`config.mk`:
```
export PLATFORM = sky130hd
export DESIGN_NAME = twc_core
export DESIGN_NICKNAME = d
export VERILOG_FILES = /design/src/hw/twc_pkg.sv /design/src/hw/twc_core.sv
export SDC_FILE = /design/constraint.sdc
export NUM_CORES = 1
export LEC_CHECK = 0
export BUFFER_PORTS_ARGS = -buffer_cell sky130_fd_sc_hd__buf_2
export CAP_MARGIN = 25
export CELL_PAD_IN_SITES_DETAIL_PLACEMENT = 1
export CELL_PAD_IN_SITES_GLOBAL_PLACEMENT = 1
export CORE_AREA = 2 2 104 106
export DETAILED_ROUTE_END_ITERATION = 7
export DIE_AREA = 0 0 106 108
export PLACE_DENSITY = 0.86
export SLEW_MARGIN = 30
export SYNTH_ARGS = -nofsm -noshare
export SYNTH_HDL_FRONTEND = slang
export SYNTH_SLANG_ARGS = --single-unit
```
`constraint.sdc`:
```
create_clock -name core_clk_in -period 5.6 [get_ports core_clk_in]
set_input_delay 1.12 -clock core_clk_in [delete_from_list [all_inputs] [get_ports core_clk_in]]
set_output_delay 1.12 -clock core_clk_in [all_outputs]
set_load 0.005 [all_outputs]
```
`src/hw/twc_pkg.sv`:
```
// Constants, register map and types of the two-wire bus wait and condition controller.
// Assumes a 100 MHz core clock and word-wide AHB-Lite access to the register file.
package twc_pkg;

  // ----------------------------------------------------------------
  // Register indices; the byte address is four times the index.
  // ----------------------------------------------------------------
  localparam logic [15:0] TWC_IDX_MODE  = 16'hff60;
  localparam logic [15:0] TWC_IDX_BIC   = 16'hff61;
  localparam logic [15:0] TWC_IDX_ITC   = 16'hff63;
  localparam logic [15:0] TWC_IDX_SHIFT = 16'hff64;
  localparam logic [15:0] TWC_IDX_SVA   = 16'hff65;
  localparam logic [15:0] TWC_IDX_FLAG  = 16'hff66;

  // ----------------------------------------------------------------
  // Field positions.
  // ----------------------------------------------------------------
  localparam int TWC_MODE_EN    = 7;
  localparam int TWC_MODE_MATCH = 6;
  localparam int TWC_MODE_WUP   = 5;
  localparam int TWC_MODE_ICLK  = 1;
  localparam int TWC_BIC_ODIS   = 7;
  localparam int TWC_BIC_ACK_DETECTED_FLAG   = 6;
  localparam int TWC_BIC_ACK_AUTO_ENABLE   = 5;
  localparam int TWC_BIC_ACK_TRIGGER_BIT   = 4;
  localparam int TWC_BIC_STAD   = 3;
  localparam int TWC_BIC_STOD   = 2;
  localparam int TWC_BIC_STAO   = 1;
  localparam int TWC_BIC_STOO   = 0;
  localparam int TWC_ITC_CLD    = 6;
  localparam int TWC_ITC_SRC    = 5;
  localparam int TWC_ITC_AW     = 4;
  localparam int TWC_ITC_CLC    = 3;
  localparam int TWC_ITC_WAIT_RELEASE_BIT   = 2;

  // ----------------------------------------------------------------
  // Reset values, wait codes and counts.
  // ----------------------------------------------------------------
  localparam logic [7:0] TWC_ITC_RST   = 8'h00;
  localparam logic [7:0] TWC_BYTE_RST  = 8'h00;
  localparam logic [1:0] TWC_WAIT_NONE = 2'h0;
  localparam logic [1:0] TWC_WAIT_8    = 2'h2;
  localparam logic [1:0] TWC_WAIT_9    = 2'h3;
  localparam logic [3:0] TWC_BITS_8    = 4'h8;
  localparam logic [3:0] TWC_BITS_9    = 4'h9;

  localparam int TWC_CLK_MHZ     = 100;
  localparam int TWC_SCL_HALF_NS = 500;
  localparam int TWC_HALF_CYC_I  = (TWC_SCL_HALF_NS * TWC_CLK_MHZ) / 1000;
  localparam logic [7:0] TWC_HALF_CYC = 8'(TWC_HALF_CYC_I < 1 ? 1 : TWC_HALF_CYC_I);

  typedef enum logic [1:0] {TWC_IDLE, TWC_RUN, TWC_TAIL, TWC_HOLD} twc_xfer_t;

endpackage

```
`src/hw/twc_core.sv`:
```
// Two-wire bus channel: wait timing, start/stop/acknowledge signalling, address match and shifting.
// Assumes one AHB-Lite master, pull-ups on both lines, and open-drain pads resolved outside.
//
// Functional notes
// Wait code 00: flag on rise of 8th clock, clock left released.
// Wait code 10: flag on 8th rise, then hold clock low.
// Wait code 11: flag on 9th rise, then hold clock low after acknowledge clock.
// Software uses only wait codes 10 or 11 in bus mode.
// Writing wait release ends the wait and self-clears; reads 0 when released.
// Outside transfers, clock level 0 pulls clock low, 1 releases it; the code pulls it low only with internal clock and a wait code other than 00.
// Address width bit 1 compares bits 7..1 only, else all bits.
// Interrupt source bit 1 also sets the flag on stop detection.
// Clock level status mirrors clock pin, zero when channel disabled.
// Timing register resets to 00h, bit 7 reads zero.
// Start: data falls while clock high; sets start detected flag.
// Stop: data rises while clock high; sets stop, clears start flag.
// Receiver acknowledges with data low one clock; transmitter sets ack flag.
// Master sends 7-bit address, direction bit, then 8-bit data bytes.
// With wake-up, flag only on address match or stop detection.
// Shift out MSB first on falling edges, sample on rising edges.
// The transmitter captures actual data line into its shift register.
// Shift write starts transfer only when enabled and clock stopped or low.
// Shift write during wait is held; starts after wait release.
// Transfer end stops shifting and sets the interrupt flag.
// Busy ends on transfer start or address reception; control bit stays.
// Software sets output disable and writes FFh before receiving.
// Start trigger clears output latch, stop trigger sets it; both self-clear.
// Pins only pull low or release, never drive high.
`timescale 1ns/1ps
`default_nettype none

module twc_core
  import twc_pkg::*;
(
  input  wire logic        core_clk_in,
  input  wire logic        srst_in,
  input  wire logic        hsel_in,
  input  wire logic [31:0] haddr_in,
  input  wire logic [1:0]  htrans_in,
  input  wire logic        hwrite_in,
  input  wire logic [2:0]  hsize_in,
  input  wire logic [31:0] hwdata_in,
  input  wire logic        hready_in,
  output logic      [31:0] hrdata_out,
  output logic             hreadyout_out,
  output logic             hresp_out,
  input  wire logic        scl_in,
  output logic             scl_out,
  output logic             scl_oe_out,
  input  wire logic        sda_in,
  output logic             sda_out,
  output logic             sda_oe_out,
  output logic             channel_interrupt_out
);

  // ----------------------------------------------------------------
  // Bus slave.
  // ----------------------------------------------------------------
  logic        ap_vld_q;
  logic        ap_wr_q;
  logic [15:0] ap_idx_q;
  logic [31:0] hrdata_q;
  logic [7:0]  rd_byte;
  logic [7:0]  wdat;

  function automatic logic hit(input logic [15:0] idx);
    hit = ap_vld_q && ap_wr_q && (ap_idx_q == idx);
  endfunction

  assign wdat          = hwdata_in[7:0];
  assign hreadyout_out = 1'b1;
  assign hresp_out     = 1'b0;
  assign hrdata_out    = hrdata_q;

  always_ff @(posedge core_clk_in) begin
    if (srst_in) begin
      ap_vld_q <= 1'b0;
      ap_wr_q  <= 1'b0;
      ap_idx_q <= 16'h0000;
      hrdata_q <= 32'h0000_0000;
    end else begin
      ap_vld_q <= hsel_in && htrans_in[1] && hready_in;
      ap_wr_q  <= hwrite_in;
      ap_idx_q <= haddr_in[17:2];
      if (hsel_in && htrans_in[1] && hready_in && !hwrite_in) begin
        hrdata_q <= {24'h00_0000, rd_byte};
      end
    end
  end

  // ----------------------------------------------------------------
  // Pin synchronisers and line events.
  // ----------------------------------------------------------------
  logic scl_m_q, scl_s_q, scl_p_q;
  logic sda_m_q, sda_s_q, sda_p_q;
  logic scl_rise, scl_fall, start_evt, stop_evt;

  always_ff @(posedge core_clk_in) begin
    if (srst_in) begin
      {scl_m_q, scl_s_q, scl_p_q} <= 3'h7;
      {sda_m_q, sda_s_q, sda_p_q} <= 3'h7;
    end else begin
      {scl_m_q, scl_s_q, scl_p_q} <= {scl_in, scl_m_q, scl_s_q};
      {sda_m_q, sda_s_q, sda_p_q} <= {sda_in, sda_m_q, sda_s_q};
    end
  end

  assign scl_rise  = scl_s_q && !scl_p_q;
  assign scl_fall  = !scl_s_q && scl_p_q;
  assign start_evt = scl_s_q && scl_p_q && !sda_s_q && sda_p_q;
  assign stop_evt  = scl_s_q && scl_p_q && sda_s_q && !sda_p_q;

  // ----------------------------------------------------------------
  // Software registers.
  // ----------------------------------------------------------------
  logic       en_q, wup_q, iclk_q;
  logic       odis_q, ack_auto_enable_q, ack_trigger_bit_q, stao_q, stoo_q;
  logic       src_q, aw_q, clc_q, wait_release_bit_q;
  logic [1:0] wsel_q;
  logic [7:0] sva_q;
  logic       match, clock_level_status;

  always_ff @(posedge core_clk_in) begin
    if (srst_in) begin
      {en_q, wup_q, iclk_q} <= 3'h0;
      {src_q, aw_q, clc_q}  <= 3'h0;
      wsel_q                <= TWC_ITC_RST[1:0];
      sva_q                 <= TWC_BYTE_RST;
      {odis_q, ack_auto_enable_q}      <= 2'h0;
    end else begin
      if (hit(TWC_IDX_MODE)) begin
        en_q   <= wdat[TWC_MODE_EN];
        wup_q  <= wdat[TWC_MODE_WUP];
        iclk_q <= wdat[TWC_MODE_ICLK];
      end
      if (hit(TWC_IDX_ITC)) begin
        src_q  <= wdat[TWC_ITC_SRC];
        aw_q   <= wdat[TWC_ITC_AW];
        clc_q  <= wdat[TWC_ITC_CLC];
        wsel_q <= wdat[1:0];
      end
      if (hit(TWC_IDX_BIC)) begin
        odis_q <= wdat[TWC_BIC_ODIS];
        ack_auto_enable_q <= wdat[TWC_BIC_ACK_AUTO_ENABLE];
      end
      if (hit(TWC_IDX_SVA)) begin
        sva_q <= wdat;
      end
    end
  end

  // One-cycle triggers; each reads back as zero once it has acted.
  always_ff @(posedge core_clk_in) begin
    if (srst_in) begin
      {stao_q, stoo_q, wait_release_bit_q} <= 3'h0;
    end else begin
      stao_q <= en_q && hit(TWC_IDX_BIC) && wdat[TWC_BIC_STAO];
      stoo_q <= en_q && hit(TWC_IDX_BIC) && wdat[TWC_BIC_STOO];
      wait_release_bit_q <= hit(TWC_IDX_ITC) && wdat[TWC_ITC_WAIT_RELEASE_BIT];
    end
  end

  // ----------------------------------------------------------------
  // Transfer sequencing.
  // ----------------------------------------------------------------
  twc_xfer_t  st_q;
  logic [3:0] cnt_q;
  logic [7:0] sh_q;
  logic       pend_q, wake_q, adr_chk_q, after8_q;
  logic       sh_wr, start_ok, go, xfer_end;
  logic [3:0] last_bit;

  assign sh_wr    = hit(TWC_IDX_SHIFT);
  assign start_ok = en_q && (st_q == TWC_IDLE) && (iclk_q || !scl_s_q);
  assign go       = (sh_wr && start_ok) || (pend_q && start_ok);
  assign last_bit = (wsel_q == TWC_WAIT_9) ? TWC_BITS_9 : TWC_BITS_8;
  assign xfer_end = (st_q == TWC_RUN) && scl_rise && (cnt_q + 4'h1 == last_bit);

  always_ff @(posedge core_clk_in) begin
    if (srst_in) begin
      st_q   <= TWC_IDLE;
      cnt_q  <= 4'h0;
      pend_q <= 1'b0;
      wake_q <= 1'b0;
    end else if (!en_q) begin
      st_q   <= TWC_IDLE;
      pend_q <= 1'b0;
      wake_q <= 1'b0;
    end else begin
      if (sh_wr && st_q == TWC_HOLD) begin
        pend_q <= 1'b1;
      end else if (go) begin
        pend_q <= 1'b0;
      end
      case (st_q)
        TWC_IDLE: begin
          if (go) begin
            st_q  <= TWC_RUN;
            cnt_q <= 4'h0;
          end else if (start_evt && wup_q) begin
            st_q   <= TWC_RUN;
            cnt_q  <= 4'h0;
            wake_q <= 1'b1;
          end
        end
        TWC_RUN: begin
          if (xfer_end) begin
            st_q   <= (wsel_q == TWC_WAIT_NONE) ? TWC_IDLE : TWC_TAIL;
            wake_q <= 1'b0;
          end else if (scl_rise) begin
            cnt_q <= cnt_q + 4'h1;
          end
        end
        TWC_TAIL: begin
          if (scl_fall) begin
            st_q <= TWC_HOLD;
          end
        end
        TWC_HOLD: begin
          if (wait_release_bit_q) begin
            st_q <= TWC_IDLE;
          end
        end
        default: st_q <= TWC_IDLE;
      endcase
    end
  end

  // Shift register: software load, sampling on rises and capture of the real line.
  always_ff @(posedge core_clk_in) begin
    if (srst_in) begin
      sh_q <= TWC_BYTE_RST;
    end else if (sh_wr) begin
      sh_q <= wdat;
    end else if (st_q == TWC_RUN && scl_rise && cnt_q < TWC_BITS_8) begin
      sh_q <= {sh_q[6:0], sda_s_q};
    end
  end

  // ----------------------------------------------------------------
  // Condition and acknowledge flags.
  // ----------------------------------------------------------------
  logic stad_q, stod_q, ack_detected_flag_q, flag_q, busy_q;
  logic ack_drv_q, ack_rose_q, latch_q;
  logic flag_set;

  assign match    = en_q && (aw_q ? (sh_q[7:1] == sva_q[7:1]) : (sh_q == sva_q));
  assign clock_level_status      = en_q && scl_s_q;
  assign flag_set = (xfer_end && !wup_q)
                  || (adr_chk_q && match)
                  || (stop_evt && en_q && (src_q || wup_q));

  always_ff @(posedge core_clk_in) begin
    if (srst_in) begin
      {adr_chk_q, after8_q} <= 2'h0;
    end else begin
      adr_chk_q <= xfer_end && wake_q;
      if (st_q == TWC_RUN && scl_rise && cnt_q == 4'h7) begin
        after8_q <= 1'b1;
      end else if (scl_rise || !en_q) begin
        after8_q <= 1'b0;
      end
    end
  end

  always_ff @(posedge core_clk_in) begin
    if (srst_in || !en_q) begin
      {stad_q, stod_q, ack_detected_flag_q} <= 3'h0;
    end else begin
      if (start_evt) begin
        stad_q <= 1'b1;
      end else if (stop_evt || go) begin
        stad_q <= 1'b0;
      end
      if (stop_evt) begin
        stod_q <= 1'b1;
      end else if (go || (adr_chk_q && !match)) begin
        stod_q <= 1'b0;
      end
      if (after8_q && scl_rise && !sda_s_q) begin
        ack_detected_flag_q <= 1'b1;
      end else if (go) begin
        ack_detected_flag_q <= 1'b0;
      end
    end
  end

  // The set term wins over a clear that lands in the same cycle.
  always_ff @(posedge core_clk_in) begin
    if (srst_in) begin
      flag_q <= 1'b0;
    end else if (flag_set) begin
      flag_q <= 1'b1;
    end else if (hit(TWC_IDX_FLAG) && wdat[0]) begin
      flag_q <= 1'b0;
    end
  end

  assign channel_interrupt_out = flag_q;

  always_ff @(posedge core_clk_in) begin
    if (srst_in) begin
      busy_q <= 1'b0;
    end else if (hit(TWC_IDX_BIC) && wdat[TWC_BIC_ODIS]) begin
      busy_q <= 1'b1;
    end else if (go || adr_chk_q || (hit(TWC_IDX_BIC) && !wdat[TWC_BIC_ODIS])) begin
      busy_q <= 1'b0;
    end
  end

  // Acknowledge drive: automatic on the ninth clock, or by software trigger until the fall that follows the next rise.
  always_ff @(posedge core_clk_in) begin
    if (srst_in || !en_q) begin
      {ack_drv_q, ack_rose_q, ack_trigger_bit_q} <= 3'h0;
    end else begin
      ack_trigger_bit_q <= hit(TWC_IDX_BIC) && wdat[TWC_BIC_ACK_TRIGGER_BIT];
      if (ack_trigger_bit_q || (ack_auto_enable_q && after8_q && scl_fall)) begin
        ack_drv_q  <= 1'b1;
        ack_rose_q <= 1'b0;
      end else if (ack_drv_q && scl_rise) begin
        ack_rose_q <= 1'b1;
      end else if (ack_drv_q && ack_rose_q && scl_fall) begin
        ack_drv_q <= 1'b0;
      end
    end
  end

  // Serial output latch: MSB first on falls, released for the acknowledge slot with wait code 11.
  always_ff @(posedge core_clk_in) begin
    if (srst_in) begin
      latch_q <= 1'b1;
    end else if (stao_q) begin
      latch_q <= 1'b0;
    end else if (stoo_q) begin
      latch_q <= 1'b1;
    end else if (go) begin
      latch_q <= sh_wr ? wdat[7] : sh_q[7];
    end else if (st_q == TWC_RUN && scl_fall) begin
      latch_q <= (cnt_q < TWC_BITS_8) ? sh_q[7] : 1'b1;
    end
  end

  // ----------------------------------------------------------------
  // Internal clock generator with stretch detection.
  // ----------------------------------------------------------------
  logic       gen_low_q;
  logic [7:0] gcnt_q;
  logic       gen_run;

  // The generator keeps running in the tail so that its low phase pulls the clock down into the wait.
  assign gen_run = en_q && iclk_q && (st_q == TWC_RUN || st_q == TWC_TAIL);

  always_ff @(posedge core_clk_in) begin
    if (srst_in || !gen_run) begin
      gen_low_q <= 1'b1;
      gcnt_q    <= 8'h00;
    end else if (!gen_low_q && !scl_s_q) begin
      gcnt_q <= 8'h00;
    end else if (gcnt_q == TWC_HALF_CYC - 8'h01) begin
      gcnt_q    <= 8'h00;
      gen_low_q <= !gen_low_q;
    end else begin
      gcnt_q <= gcnt_q + 8'h01;
    end
  end

  // ----------------------------------------------------------------
  // Open-drain pin drive and read-back.
  // ----------------------------------------------------------------
  assign scl_out    = 1'b0;
  assign sda_out    = 1'b0;
  assign scl_oe_out = en_q && ((st_q == TWC_HOLD)
                    || (gen_run && gen_low_q)
                    || (iclk_q && st_q == TWC_IDLE && !clc_q && wsel_q != TWC_WAIT_NONE));
  assign sda_oe_out = en_q && (ack_drv_q || (!busy_q && !wup_q && !latch_q));

  always_comb begin
    rd_byte = 8'h00;
    case (haddr_in[17:2])
      TWC_IDX_MODE:  rd_byte = {en_q, match, wup_q, 3'h0, iclk_q, 1'b0};
      TWC_IDX_BIC:   rd_byte = {odis_q, ack_detected_flag_q, ack_auto_enable_q, 1'b0, stad_q, stod_q, 2'h0};
      TWC_IDX_ITC:   rd_byte = {1'b0, clock_level_status, src_q, aw_q, clc_q, wait_release_bit_q, wsel_q};
      TWC_IDX_SHIFT: rd_byte = sh_q;
      TWC_IDX_SVA:   rd_byte = sva_q;
      TWC_IDX_FLAG:  rd_byte = {7'h00, flag_q};
      default:       rd_byte = 8'h00;
    endcase
  end
endmodule // twc_core

`default_nettype wire

```
After elaboration in Yosys (flattened, before gate mapping)
Cells that the tools add are included.
Widths: inputs -> output; s select.
Word-level totals
  bits in registers: 89
  bits of input ports: 76
  output and inout port bits: 39
  logic and storage cells: 234
Cells by class
  add/subtract/negate cells: 2
  order comparisons: 1
  equal/unequal tests: 30
  multiplexer cells: 43
  bitwise logic cells: 2
  reductions and logical operators: 115
Operators by type and width (number)
  $eq 16x16->1 const B: 12
  $logic_and 1x1->1: 62
  $pmux 8 s6: 1
  $mux 1: 27
  $reduce_bool 2->1: 11
  $logic_or 1x1->1: 17
  $mux 4: 4
  $mux 8: 2
  $ne 2x2->1 const B: 8
  $logic_not 1->1: 14
  $mux 2: 6
  $add 8x1->8 const B: 1
  $eq 8x6->1 const B: 1
  $eq 8x8->1: 1
  $pmux 2 s4: 1
  $pmux 4 s2: 1
  $reduce_and 4->1: 2
  $eq 7x7->1: 1
  $eq 2x2->1 const B: 3
  $reduce_and 5->1: 1
  $add 4x1->4 const B: 1
  $eq 4x3->1 const B: 1
  $eq 4x4->1: 1
  $logic_not 2->1: 2
  other kinds (9): 12

Logic depth before layout (Yosys ltp)
  depth after elaboration: 9
  mapped depth: 8
  gate-level depth less buffers: 7

Worst setup path after synthesis
Ideal clock, no wire load.
  kind: input -> register
  from: input port haddr_in[5]
  to: register hrdata_q[6], in the netlist hrdata_out[6]
  library setup time: 87 ps
  arrival time: 2751 ps
  required time: 5513 ps
  slack: 2762 ps
  stages: 5
  path buffers: 0
  cells stage by stage: or4b_1 -> or4_4 -> a311oi_4 -> nand2_2 -> o31ai_1
On the way
  word-level cells in the longest chain between the ends: 2
  elaborated cells between the ends (all ways): 7
  classes of those cells: eq/ne (6); mux (1)
RTL lines
  start, declared: line twc_core.sv:38  | input wire logic [31:0] haddr_in,
  $eq 16x16->1: line twc_core.sv:379  | case (haddr_in[17:2])
  $pmux 8 s6 (*): line twc_core.sv:379
  end signal, assigned: line twc_core.sv:86  | hrdata_q <= {24'h00_0000, rd_byte};
  end, declared: line twc_core.sv:62  | logic [31:0] hrdata_q;
Mark *: on every way between the ends. The rest lies on a longest branch, timed or not.
A chain may end at the register's enable or synchronous reset.

Worst setup path in the final report
  from: register st_q[0]
  to: output port scl_oe_out
On the way
  word-level cells in the longest chain between the ends: 7
  elaborated cells between the ends (all ways): 13
  classes of those cells: eq/ne (3); reduce/logical (10)
RTL lines
  start, declared: line twc_core.sv:166  | twc_xfer_t st_q;
  start signal, assigned: line twc_core.sv:208  | st_q <= (wsel_q == TWC_WAIT_NONE) ? TWC_IDLE : TWC_TAIL;
  $eq 2x1->1 or $eq 2x2->1 (tied branches): line twc_core.sv:351  | assign gen_run = en_q && iclk_q && (st_q == TWC_RUN || st_q == TWC_TAIL);
  $logic_or 1x1->1: line twc_core.sv:351
  $logic_and 1x1->1: line twc_core.sv:351
  $logic_and 1x1->1: line twc_core.sv:373  | || (gen_run && gen_low_q)
  $logic_or 1x1->1: line twc_core.sv:373
  $logic_or 1x1->1 (*): line twc_core.sv:374  | || (iclk_q && st_q == TWC_IDLE && !clc_q && wsel_q != TWC_WAIT_NONE));
  $logic_and 1x1->1 (*): line twc_core.sv:372  | assign scl_oe_out = en_q && ((st_q == TWC_HOLD)
  end, declared: line twc_core.sv:49  | output logic scl_oe_out,
Marked as above.

==> metrics.csv <==
stage,metric,value,unit
status,status,completed,
cells_and_area,antennaDiodeCount,0,
routing,detail_route.vias_per_cell,5.41,
global_routing,grt_pass1_wl,18600,µm
global_routing,met1_usage,25.2,%
synthesis,ys_ff_latch,89,
floorplanning,die_area,11400,µm²
timing,setup_viol,0,
synthesis,synth_warnings,0,
worst_setup_path,cpPeakStageDelay,0.43,ns
timing,final_hold_viol_count,0,
clocking,clockRootBuffer,clkbuf_8,
worst_setup_path,end_kind,primary output,
routing,first_pass_iters,4,
placed_design,dp_hpwl,8450,µm
synthesis,syn_inst,476,
power,p_leak,1.76,nW
cells_and_area,fillers,1233,
timing,postLayoutSetupSlackWorst,2.76,ns
synthesis,ys_types,60,
routing,via_count,3519,
flow_run,drv_cap,0,
placed_design,placed_area,4460,µm²
synthesis,synth_top_area_share,41.9,%
worst_setup_path,critPathKind,reg2out,
clocking,numCtsBuffers,9,
timing,rsz0062_at_grt,false,
cells_and_area,nets,594,
global_routing,use_met2,36.5,%
floorplanning,fp.dieH,108,µm
routing,drc,0,
synthesis,synth_area,4250,µm²
floorplanning,die_x,106,µm
synthesis,syn_area_per_cell,8.92,µm²
synthesis,ys_dominant_reg_cell,dfxtp_1,
placed_design,place_congestion,0.846,
worst_setup_path,start_kind,flop,
power,total_power,1.12,mW
synthesis,synth-async-reset-ratio,0,%
timing,hold_slack,0.432,ns
global_routing,top_usage_layer,met2,
power,net-switching-power,0.273,mW
worst_setup_path,cp_max_fo,5,
clocking,insertion_delay,0.38,ns
global_routing,grt_overflow,0,
clocking,ctsHoldBuffers,0,
cells_and_area,multi_input_area,2250,µm²
floorplanning,start_util,41.5,%
cells_and_area,drive_gt1_share,14.8,%
synthesis,synth-edff-count,0,
timing,min_period,2.84,ns
cells_and_area,fin_area,4650,µm²
global_routing,grt_util_all_layers,21.1,%
global_routing,grt_pass1_vias,3664,
timing,fin_crit_sh,50.6,%
worst_setup_path,path_cells,"inv_1, ha_1, nand2_1, o21ai_0, a21oi_1, nor2b_1, buf_2",
clocking,path_clk_slew,0.09,ns
power,power_frac_seq,58.0,%
clocking,htreeDepth,3,
floorplanning,rows,37,
global_routing,met3_usage,3.50,%
power,peakVddDrop,0.000201,V
power,internal_power,0.844,mW
cells_and_area,seqCellArea,1780,µm²
clocking,cts_tree,done,
timing,max_freq,353,MHz
timing,relSlewSlack,45.9,%
timing,fin_tns_setup,0,ns
clocking,post_cts_resized,0,
placed_design,place_ws,2.49,ns
worst_setup_path,critPathBufInv,2,
global_routing,grt_max_degree,62,
power,clock_power_share,37.3,%
placed_design,port-buffer-count,42,
synthesis,seq_area_frac_synth,41.9,%
timing,clock_skew,0.0130,ns
timing,worst_pin_slew,0.809,ns
synthesis,yosys.area.top_type,dfxtp_1,
cells_and_area,postLayoutCoreUtil,45.4,%
timing,finalMaxSlewViolations,0,
power,swShare,24.4,%
worst_setup_path,worst_path_dominant_cell_family,flip-flops,
routing,routed_wl,11400,µm
cells_and_area,area_growth,9.37,%
worst_hold_path,hold_path.class,reg2reg,
floorplanning,core_area,10200,µm²
routing,post_drt_wl_per_cell,17.5,µm
worst_setup_path,crit_slowest_cell,dfxtp_1,
power,combPwrFrac,4.7,%
routing,detail-route-antenna-nets,0,
routing,dr.first_iter.drc_count,191,
floorplanning,ios,115,
clocking,clk_path_buf_depth,2,
power,p_per_area,240,nW/µm²
worst_setup_path,required,4.48,ns
global_routing,grt_antenna_before_repair,0,
worst_setup_path,crit_arrival,1.72,ns
synthesis,synth.area.top_cells,"dfxtp_1 (42%), mux2i_1 (5.9%), buf_4 (4.9%)",
placed_design,place_inst,635,
clocking,post-cts-setup-buffer-count,0,
clocking,clock-sinks,89,
cells_and_area,layout.cells.non_filler,651,
## flip-flops by register name, summed over array words and instances (netlist names), 2 cells and up, named ones only
signal      count
ap_idx_q       16
cnt_q           4
gcnt_q          8
hrdata_out      8
sh_q            8
sva_q           8
wsel_q          2
## worst register-to-register path, delay by kind of cell, from the launching register on
kind / cells / cell delay [ns]
DFF: 1 / 0.60
and+or+nand+nor: 2 / 0.77
AOI/OAI and AO/OA: 3 / 0.82
## cells by family (layout without fill, tap and decap cells)
| family | count (synthesis) | count (layout) | share of synthesized area (%) |
|---|---|---|---|
| mux | 29 | 29 | 7.48 |
| buf+inv | 57 | 70 | 7.54 |
| other cells | 2 | 28 | 0.177 |
| flops | 89 | 89 | 41.9 |
| xor+xnor | 15 | 15 | 3.09 |
| compound gates | 84 | 84 | 13.2 |
| simple gates | 192 | 192 | 24.2 |
| fa+ha+maj | 8 | 8 | 2.36 |
## cells in the final DEF, fill, tap and decap left out, types with 4 or more instances in the layout
cell,n
a211oi_1,9
a21oi_1,27
a22oi_1,7
a31oi_1,4
and3_1,5
buf_2,42
clkbuf_8,11
conb_1,28
dfxtp_1,89
ha_1,8
inv_1,11
mux2i_1,25
nand2_1,32
nand2b_1,6
nand3_1,24
nand4_1,9
nor2_1,47
nor2b_1,26
nor3_1,6
o211ai_1,4
o21ai_0,13
or2_2,6
xnor2_1,11
xor2_1,4
## per-layer routing
metal | share of wire (%) | wire length (µm)
met1 | 43 | 4870
met2 | 51 | 5770
met3 | 3.6 | 416
met4 | 3.1 | 352
met5 | 0 | 0
## cell usage after synthesis (all sizes together) (3+ instances only)
| master | count |
|---|---|
| o21a | 3 |
| nand4 | 9 |
| ha | 8 |
| nand2b | 6 |
| or2 | 6 |
| nand3 | 24 |
| nor3 | 6 |
| clkbuf | 16 |
| buf | 30 |
| o211ai | 4 |
| o21ai | 13 |
| xnor2 | 11 |
| nor2b | 27 |
| a22oi | 7 |
| dfxtp | 89 |
| xor2 | 4 |
| inv | 11 |
| and3 | 5 |
| nand2 | 33 |
| a31oi | 4 |
| nor2 | 47 |
| mux2i | 25 |
| a211oi | 9 |
| nand4b | 3 |
| a21oi | 27 |
| nor4 | 4 |
| and4 | 3 |
## cell type report
cell class              count  share of cell area, %
multi-input cells         356                   48.5
flip-flops and latches     89                   38.4
repair buffers             43                   4.69
well taps                 136                   3.66
clock buffers              12                   3.34
inverters                  11                  0.889
clock inverters             4                  0.593
## worst paths after layout
check / from / to / slack [ns] / cells past startpoint
worst min register to register: sda_m_q$_SDFF_PP1_ / sda_s_q$_SDFF_PP1_ / 0.43 / 1
worst min-delay path: sda_m_q$_SDFF_PP1_ / sda_s_q$_SDFF_PP1_ / 0.43 / 1
worst max-delay path: st_q[0]$_SDFFE_PP0P_ / scl_oe_out / 2.76 / 7
worst max register to register: scl_s_q$_SDFF_PP1_ / cnt_q[0]$_SDFFE_PP0P_ / 3.34 / 5
## power groups by stage
stage / sequential, mW / combinational (mW) / clock [mW]
4_1_cts: 0.647 / 0.0522 / 0.423
6_report: 0.648 / 0.0527 / 0.416
3_3_place_gp: 0.662 / 0.0499 / 0
2_1_floorplan: 0.659 / 0.0443 / 0
5_1_grt: 0.649 / 0.0589 / 0.450
3_5_place_dp: 0.662 / 0.0519 / 0
Note: power is estimated with default switching activity, not from simulation.
